File: src/rtl/himu_pkg.sv
// Constants and carrier types of the host interrupt mask unit
package himu_pkg;

    // Data and address widths of the register bus
    localparam int unsigned DATA_W = 32;
    localparam int unsigned ADDR_W = 12;
    localparam int unsigned SEL_W = 4;
    localparam int unsigned LANE_W = 8;

    // Register byte addresses
    localparam logic [11:0] OFS_ENABLE_SET = 12'h088;
    localparam logic [11:0] OFS_ENABLE_CLEAR = 12'h08C;
    localparam logic [11:0] OFS_PENDING = 12'h0C0;

    // Word-select bits of the address
    localparam int unsigned WORD_LSB = 2;

    // Mask field positions
    localparam int unsigned POS_GLOBAL_GATE = 31;
    localparam int unsigned POS_MAKER = 30;
    localparam int unsigned POS_SOFTWARE = 29;
    localparam int unsigned POS_RSVD_HI = 28;
    localparam int unsigned POS_TARDY_ACK = 27;
    localparam int unsigned POS_LINK_REG = 26;
    localparam int unsigned POS_OVERLONG = 25;
    localparam int unsigned POS_FATAL = 24;
    localparam int unsigned POS_CYCLE_HI = 23;
    localparam int unsigned POS_CYCLE_LO = 20;
    localparam int unsigned POS_BUSMGT_HI = 19;
    localparam int unsigned POS_BUSMGT_LO = 15;
    localparam int unsigned POS_RSVD_LO_HI = 14;
    localparam int unsigned POS_RSVD_LO_LO = 10;
    localparam int unsigned POS_ERR_HI = 9;
    localparam int unsigned POS_ERR_LO = 8;
    localparam int unsigned POS_TIMED_HI = 7;
    localparam int unsigned POS_TIMED_LO = 6;
    localparam int unsigned POS_ASYNC_HI = 5;
    localparam int unsigned POS_ASYNC_LO = 0;

    // Bits that software can change; reserved bits stay zero
    localparam logic [31:0] MASK_WRITABLE = 32'hEFFF_83FF;

    // Bits that name a source; the global gate is not a source
    localparam logic [31:0] SOURCE_BITS = 32'h6FFF_83FF;

    // Reset value of the mask
    localparam logic [31:0] MASK_RESET = 32'h0000_0000;

    // Read value of unmapped addresses
    localparam logic [31:0] READ_UNMAPPED = 32'h0000_0000;

    // Wishbone request carrier
    typedef struct packed {
        logic cyc;
        logic stb;
        logic we;
        logic [11:0] adr;
        logic [3:0] sel;
        logic [31:0] dat;
    } himu_wb_req_s;

    // Wishbone answer carrier
    typedef struct packed {
        logic ack;
        logic [31:0] dat;
    } himu_wb_rsp_s;

    // Whole state of the unit
    typedef struct packed {
        logic [31:0] mask;
        logic [31:0] rdata;
        logic ack;
        logic irq;
    } himu_state_s;

endpackage : himu_pkg

File: src/rtl/himu_top.sv
// Interrupt mask register with set and clear views and the gated output
module himu_top (
    // Clock and reset
    input wire logic clk_sys,
    input wire logic reset,
    // Wishbone slave request and answer
    input wire himu_pkg::himu_wb_req_s wb_req,
    output himu_pkg::himu_wb_rsp_s wb_rsp,
    // Latched event bits from the event register
    input wire logic [31:0] event_bits,
    // Mask contents for neighbouring logic
    output logic [31:0] mask_bits,
    // External interrupt request
    output logic irq
);

    // Byte-lane select expanded to a bit mask
    function automatic logic [31:0] lane_bits(
        input logic [3:0] sel
    );
        logic [31:0] bits;
        bits = 32'h0000_0000;
        for (int i = 0; i < himu_pkg::SEL_W; i++)
        begin
            bits[i * himu_pkg::LANE_W +: himu_pkg::LANE_W] = {
                himu_pkg::LANE_W{sel[i]}};
        end
        return bits;
    endfunction : lane_bits

    // Word match of an address against a register offset
    function automatic logic hits(
        input logic [11:0] adr,
        input logic [11:0] ofs
    );
        return adr[11:himu_pkg::WORD_LSB] == ofs[11:himu_pkg::WORD_LSB];
    endfunction : hits

    himu_pkg::himu_state_s st_q;
    himu_pkg::himu_state_s st_d;

    logic req_live;
    logic hit_set;
    logic hit_clear;
    logic hit_pending;
    logic [31:0] wr_bits;
    logic [31:0] pair_bits;
    logic [31:0] src_hit;
    logic maker_hit;
    logic software_hit;
    logic tardy_hit;
    logic link_reg_hit;
    logic overlong_hit;
    logic fatal_hit;
    logic cycle_hit;
    logic busmgt_hit;
    logic err_hit;
    logic timed_hit;
    logic async_hit;
    logic any_source;

    // Bus request decode
    assign req_live = wb_req.cyc & wb_req.stb;
    assign hit_set = hits(wb_req.adr, himu_pkg::OFS_ENABLE_SET);
    assign hit_clear = hits(wb_req.adr, himu_pkg::OFS_ENABLE_CLEAR);
    assign hit_pending = hits(wb_req.adr, himu_pkg::OFS_PENDING);

    // Bits a write touches: written ones in enabled lanes, reserved masked
    assign wr_bits = wb_req.dat & lane_bits(wb_req.sel)
        & himu_pkg::MASK_WRITABLE;

    // Each source pairs its event bit with the mask bit at its position
    genvar g;
    generate
        for (g = 0; g < himu_pkg::DATA_W; g++)
        begin : g_pair
            assign pair_bits[g] = event_bits[g] & st_q.mask[g]
                & himu_pkg::SOURCE_BITS[g];
        end
    endgenerate

    // Per-source enables, grouped by source kind
    assign maker_hit = pair_bits[himu_pkg::POS_MAKER];
    assign software_hit = pair_bits[himu_pkg::POS_SOFTWARE];
    assign tardy_hit = pair_bits[himu_pkg::POS_TARDY_ACK];
    assign link_reg_hit = pair_bits[himu_pkg::POS_LINK_REG];
    assign overlong_hit = pair_bits[himu_pkg::POS_OVERLONG];
    assign fatal_hit = pair_bits[himu_pkg::POS_FATAL];
    assign cycle_hit = |pair_bits[himu_pkg::POS_CYCLE_HI:
        himu_pkg::POS_CYCLE_LO];
    assign busmgt_hit = |pair_bits[himu_pkg::POS_BUSMGT_HI:
        himu_pkg::POS_BUSMGT_LO];
    assign err_hit = |pair_bits[himu_pkg::POS_ERR_HI:
        himu_pkg::POS_ERR_LO];
    assign timed_hit = |pair_bits[himu_pkg::POS_TIMED_HI:
        himu_pkg::POS_TIMED_LO];
    assign async_hit = |pair_bits[himu_pkg::POS_ASYNC_HI:
        himu_pkg::POS_ASYNC_LO];

    // Collected view of the individual source enables
    assign src_hit = pair_bits;
    assign any_source = maker_hit | software_hit | tardy_hit
        | link_reg_hit | overlong_hit | fatal_hit | cycle_hit
        | busmgt_hit | err_hit | timed_hit | async_hit;

    // Next state: ack, read data, mask update and interrupt
    always_comb
    begin
        st_d = st_q;
        // Answer one cycle after the request, drop it a cycle later
        st_d.ack = req_live & ~st_q.ack;
        // Read data prepared together with the ack
        if (req_live & ~st_q.ack)
        begin
            if (hit_set | hit_clear)
            begin
                st_d.rdata = st_q.mask;
            end
            else if (hit_pending)
            begin
                st_d.rdata = src_hit & {32{st_q.mask[
                    himu_pkg::POS_GLOBAL_GATE]}};
            end
            else
            begin
                st_d.rdata = himu_pkg::READ_UNMAPPED;
            end
        end
        // Write takes effect at the edge where the master sees ack
        if (req_live & st_q.ack & wb_req.we)
        begin
            if (hit_set)
            begin
                st_d.mask = st_q.mask | wr_bits;
            end
            else if (hit_clear)
            begin
                st_d.mask = st_q.mask & ~wr_bits;
            end
        end
        // Global gate over the OR of all source pairs
        st_d.irq = st_q.mask[himu_pkg::POS_GLOBAL_GATE]
            & any_source;
    end

    // State register
    always_ff @(posedge clk_sys)
    begin
        if (reset)
        begin
            st_q.mask <= himu_pkg::MASK_RESET;
            st_q.rdata <= himu_pkg::READ_UNMAPPED;
            st_q.ack <= 1'b0;
            st_q.irq <= 1'b0;
        end
        else
        begin
            st_q <= st_d;
        end
    end

    // Outputs straight from flip-flops
    assign wb_rsp.ack = st_q.ack;
    assign wb_rsp.dat = st_q.rdata;
    assign mask_bits = st_q.mask;
    assign irq = st_q.irq;

endmodule : himu_top
File: config.mk
export PLATFORM = sky130hd
export DESIGN_NAME = himu_top
export DESIGN_NICKNAME = d
export VERILOG_FILES = /design/src/rtl/himu_pkg.sv /design/src/rtl/himu_top.sv
export SDC_FILE = /design/constraint.sdc
export NUM_CORES = 1
export LEC_CHECK = 0
export BUFFER_PORTS_ARGS = -buffer_cell sky130_fd_sc_hd__buf_2
export CORE_MARGIN = 2
export CORE_UTILIZATION = 46
export CTS_CLUSTER_DIAMETER = 80
export DETAILED_ROUTE_END_ITERATION = 12
export PLACE_DENSITY = 0.85
export SLEW_MARGIN = 40
export SYNTH_ARGS = -nofsm -noshare
export SYNTH_HDL_FRONTEND = slang
export SYNTH_SLANG_ARGS = --single-unit
File: constraint.sdc
create_clock -name clk_sys -period 4.3 [get_ports clk_sys]
set_clock_uncertainty 0.2 [all_clocks]
set_input_delay 1.29 -clock clk_sys [delete_from_list [all_inputs] [get_ports clk_sys]]
set_output_delay 1.29 -clock clk_sys [all_outputs]
set_load 0.02 [all_outputs]
Word-level counts from Yosys, hierarchy flattened
Cells that the tools add are included.
{"block": "totals", "register_bits": 66, "word_cells": 65, "romBits": 0, "latchBits": 0, "output_inout_bits": 66, "in_bits": 85, "ram_bits": 0, "n_memories": 0}
{"block": "op_classes", "muxes": 4, "n_reduce_logical": 7, "n_div": 0, "n_eq_ne": 3, "bitwise_logic": 47, "order_cmp": 0, "n_mul": 0, "n_shift": 0, "n_addsub": 0}
{"cell": "$mux W32", "n": 4}
{"cell": "$and A32 B32 Y32", "n": 2}
{"cell": "$and A31 B32 Y32", "n": 1}
{"cell": "$not A32 Y32", "n": 1}
{"cell": "$or A32 B32 Y32", "n": 1}
{"cell": "$and A1 B1 Y1", "n": 30}
{"cell": "$eq A10 B6 Y1 const B", "n": 3}
{"cell": "$or A1 B1 Y1", "n": 11}
{"cell": "$reduce_or A6 Y1", "n": 1}
{"cell": "$reduce_or A5 Y1", "n": 1}
{"cell": "$reduce_or A2 Y1", "n": 2}
{"cell": "$reduce_or A4 Y1", "n": 1}
{"cell": "$reduce_and A2 Y1", "n": 1}
{"cell": "$reduce_bool A2 Y1", "n": 1}
{"cell": "$not A1 Y1", "n": 1}

Depth between registers and ports, before layout
{"block": "depth", "word_depth": 12, "ltp_mapped": 7, "depth_no_buf": 4}

Worst setup path after synthesis
Ideal clock, no wire load.
{"block": "synth_path", "path_type": "input to register", "start": "input port wb_req[45] (netlist name)", "end": "register (tool-made name)", "path_slack_ns": 1.284, "arrival_time_ns": 2.727, "cell_stages": 6, "setup_time_ns": 0.088, "t_required_ns": 4.012, "path_buffers": 2, "cell_sequence": "or4_4 > nor4_4 > buf_6 > buf_8 > a31oi_1 > a311oi_2"}
{"item": "from (decl)", "line": "himu_top.sv:7", "rtl": "input wire himu_pkg::himu_wb_req_s wb_req,"}

==> flow_results.org <==
** Clock network
- Once the clock tree was built, the setup fixing pass inserted 0 buffers.
- Clock insertion delay at the later pin of the skew report :: 300 ps
- CTS placed an instance of clkbuf_8 at the clock tree root.
- Sinks on Clock Net :: 54
- Quantity of gates resized following cts :: 0
- Total of hold buffers inserted after clock tree synthesis :: 0
- Counting the buffers created by CTS gives 5.
- CTS H-Tree Depth :: 2
- TritonCTS built the clock tree.
- Clock-pin slew on the worst setup and hold paths :: 90 ps
- The clock passes through at most 2 buffers.

** Placement
- At the placement stage, the worst setup path has a slack of 869 ps.
- Input and output buffers added on the ports amount to 123.
- RePlAce Congestion :: 0.895
- Detailed placement ended at an HPWL of 5.60 mm.

** Detailed routing
- Average via count per standard cell :: 5.89
- The detail route stage leaves a number of antenna-violating nets equal to 0.
- Number of remaining DRC errors :: 0
- Post-Route WL :: 7.59 mm
- Drt first pass iters :: 5
- In this run, the number of DRC markers left after iteration 0 of detailed routing was 174.
- Detailed routing inserted a total of 2,563 vias.
- Wire length per cell after detailed routing :: 17.4 µm

** Worst hold path
- The worst hold path terminates at wb_rsp[0]$_SDFFE_PP0P_.
- Instance count along the most critical hold path :: 1
- Source of the worst hold timing path :: wb_rsp[0]$_SDFFE_PP0P_
- The path class of the tightest hold or removal check is flip-flop to flip-flop.

** Synthesis
- FFs w/ async S/R, synth :: 0%
- Synth warnings :: 0
- Flop and latch count out of synthesis :: 54
- The cell area that synthesis handed to floorplanning was 2440 µm².
- For this run, the register share of the synthesized area comes to 44.3%.
- The cell count after synthesis came out at 256.
- Mean area per synthesized cell :: 9.53 µm²
- Biggest area consumer among synthesized cells :: dfxtp_1
- Top-area cell type share of the netlist area :: 44.3%
- The most used flip-flop cell after synthesis is dfxtp_1.
- Yosys mapped the design onto 33 distinct sky130hd cell types.
- Leading cell types by total area after synthesis :: dfxtp_1, a32o_1, a311oi_1, nand2_1, a31oi_1
- Number of synthesized flops with an enable pin :: 0

** STA
- Slew of the pin with the lowest slew margin :: 668 ps
- Count of endpoints failing hold in the final timing report :: 0
- Worst hold slack after final layout :: 265 ps
- The final critical path takes up 72.6% of the cycle.
- Headroom to the max-slew limit came out at 55.4%.
- Setup slack after layout :: 1180 ps
- Max-slew violation count :: 0
- The worst path in the final design needs a cycle of 3120 ps, including I/O delays and setup.
- RSZ-0062 raised after global routing :: no
- Highest attainable clock frequency :: 320 MHz
- Setup violations, final :: 0
- Sum Neg Setup Slack :: 0 ps

** Floorplanning
- The core region is 5110 µm².
- For this configuration, the core starts out at a cell density of 47.7%.
- The floorplan has 26 rows.
- Die Outline Area :: 5900 µm²
- 151 I/O pins were placed.
- In this run the horizontal extent of the chip is 76.8 µm.
- Die height :: 76.8 µm

** Global route
- Initial antenna violation count :: 0
- All-Layer GR Usage :: 25.7%
- Maximum number of pins on one net before global-route repair :: 31
- After global routing the overflow that remains totals 0.
- Via count of the first global-routing pass :: 2,470
- First-pass GRT wire length :: 12.3 mm

** Pwr
- Combinational logic is responsible for 9.1% of the overall power.
- Reported net switching power :: 214 µW
- Cell internal power was estimated by the tool at 716 µW.
- The clock network is responsible for 37.1% of the overall power.
- Dividing total power by cell area gives a power density of 298 nW/µm².
- In this run the static leakage power is 0.00146 µW.
- Registers are responsible for 53.8% of the overall power.
- In this run switching power makes up 23.0% of total power.
- Across the VDD grid, the largest voltage drop is 142 µV.

** Setup path
- In this run the critical register-to-register path is captured at wb_rsp[3]$_SDFFE_PP0P_.
- STA puts the critical path data arrival time at 3080 ps.
- On the worst path, the slowest cell contributes a delay of 540 ps.
- Critical path buffers and inverters :: 2
- Number of cells on the worst reg-to-reg path :: 5
- Traced cell by cell, the critical path runs through buf_2 > or4_4 > nor4_4 > buf_4 > and2_1 > a311oi_1.
- On the critical path the largest part of the delay comes from simple AND/OR/NAND/NOR gates.
- FF-to-FF setup slack :: 2320 ps
- The worst setup path is launched from an input pin.
- Crit path capture type :: flip-flop
- WS Path Type :: input pin to flip-flop
- CP startpoint :: wb_req[45]
- Along the worst path, the maximum fanout reaches 20.
- Worst path slowest cell :: or4_4
- STA puts the critical path data required time at 4250 ps.

** Finish
- Utilization of the core after routing :: 61.2%
- From synthesis to final layout, the design area changed by 28.2%.
- Layout cells sized above 1 :: 39.7%
- At the end of the flow, the number of nets in the layout was 450.
- Leading cell type in the layout, fill and taps excluded :: buf_2
- Leaving out fill and tap cells, the most frequent cells in the layout are buf_2, dfxtp_1, nand2_1.
- The repair_antennas step left the layout with diodes totalling 0.

** Run status
- Run status :: completed

** Job
- Number of maximum-capacitance violations :: 0
==> power by group through the flow <==
| stage | clock network [µW] | registers (µW) | logic [µW] |
|---|---|---|---|
| floorplan | 0 | 512 | 44.9 |
| global placement | 0 | 512 | 81.8 |
| detailed placement | 0 | 512 | 83.6 |
| CTS | 352 | 500 | 83.8 |
| global route | 369 | 500 | 92.7 |
| finish | 346 | 500 | 84.7 |
==> worst max path at each step <==
stage	end	depth (start not counted)
2_1_floorplan	flip-flop	6
3_3_place_gp	flip-flop	6
3_5_place_dp	flip-flop	6
4_1_cts	flip-flop	6
5_1_grt	flip-flop	6
6_report	flip-flop	6
==> metrics by stage <==
stage          cell area (µm²)  cells  total power [µW]
2_1_floorplan             2480    267               557
3_3_place_gp              3010    428               594
3_5_place_dp              3010    428               596
4_1_cts                   3130    435               936
5_1_grt                   3130    435               962
6_report                  3130    435               931
==> Yosys cell counts (2+ instances only) <==
master	count
dfxtp_1	54
nand2_1	51
a31oi_1	26
a32o_1	25
a311oi_1	23
clkbuf_1	15
buf_4	14
a22oi_1	9
and2_1	5
buf_2	5
a311oi_2	3
nand4_1	3
buf_8	2
inv_1	2
==> layout make-up <==
| type | count | area (µm²) |
|---|---|---|
| Clock buffer | 6 | 82.6 |
| Multi-Input combinational cell | 173 | 1180 |
| Inverter | 2 | 7.51 |
| Timing Repair Buffer | 129 | 661 |
| Fill cell | 482 | 1980 |
| Tap cell | 70 | 87.6 |
| Sequential cell | 54 | 1080 |
| Clock inverter | 1 | 30.0 |
==> per-layer routing <==
layer  wire length (µm)  share of wire (%)  track usage (%)  up-vias
li1                   -                  -                -     1196
met1               3130                 41             31.6     1219
met2               3750                 49             44.9      132
met3                532                7.0             5.06       16
met4                170                2.2             8.73        0
met5                  0                  0                0        -
==> cell families (layout without fill, tap and decap cells) <==
| group | after synthesis | count (layout) | synth area share, % |
|---|---|---|---|
| simple gates | 70 | 70 | 14.2 |
| other cells | 1 | 12 | 0.154 |
| flops | 54 | 54 | 44.3 |
| compound gates | 91 | 91 | 31.6 |
| buf+inv | 40 | 138 | 9.80 |
Power figures use the tool's default switching activity.
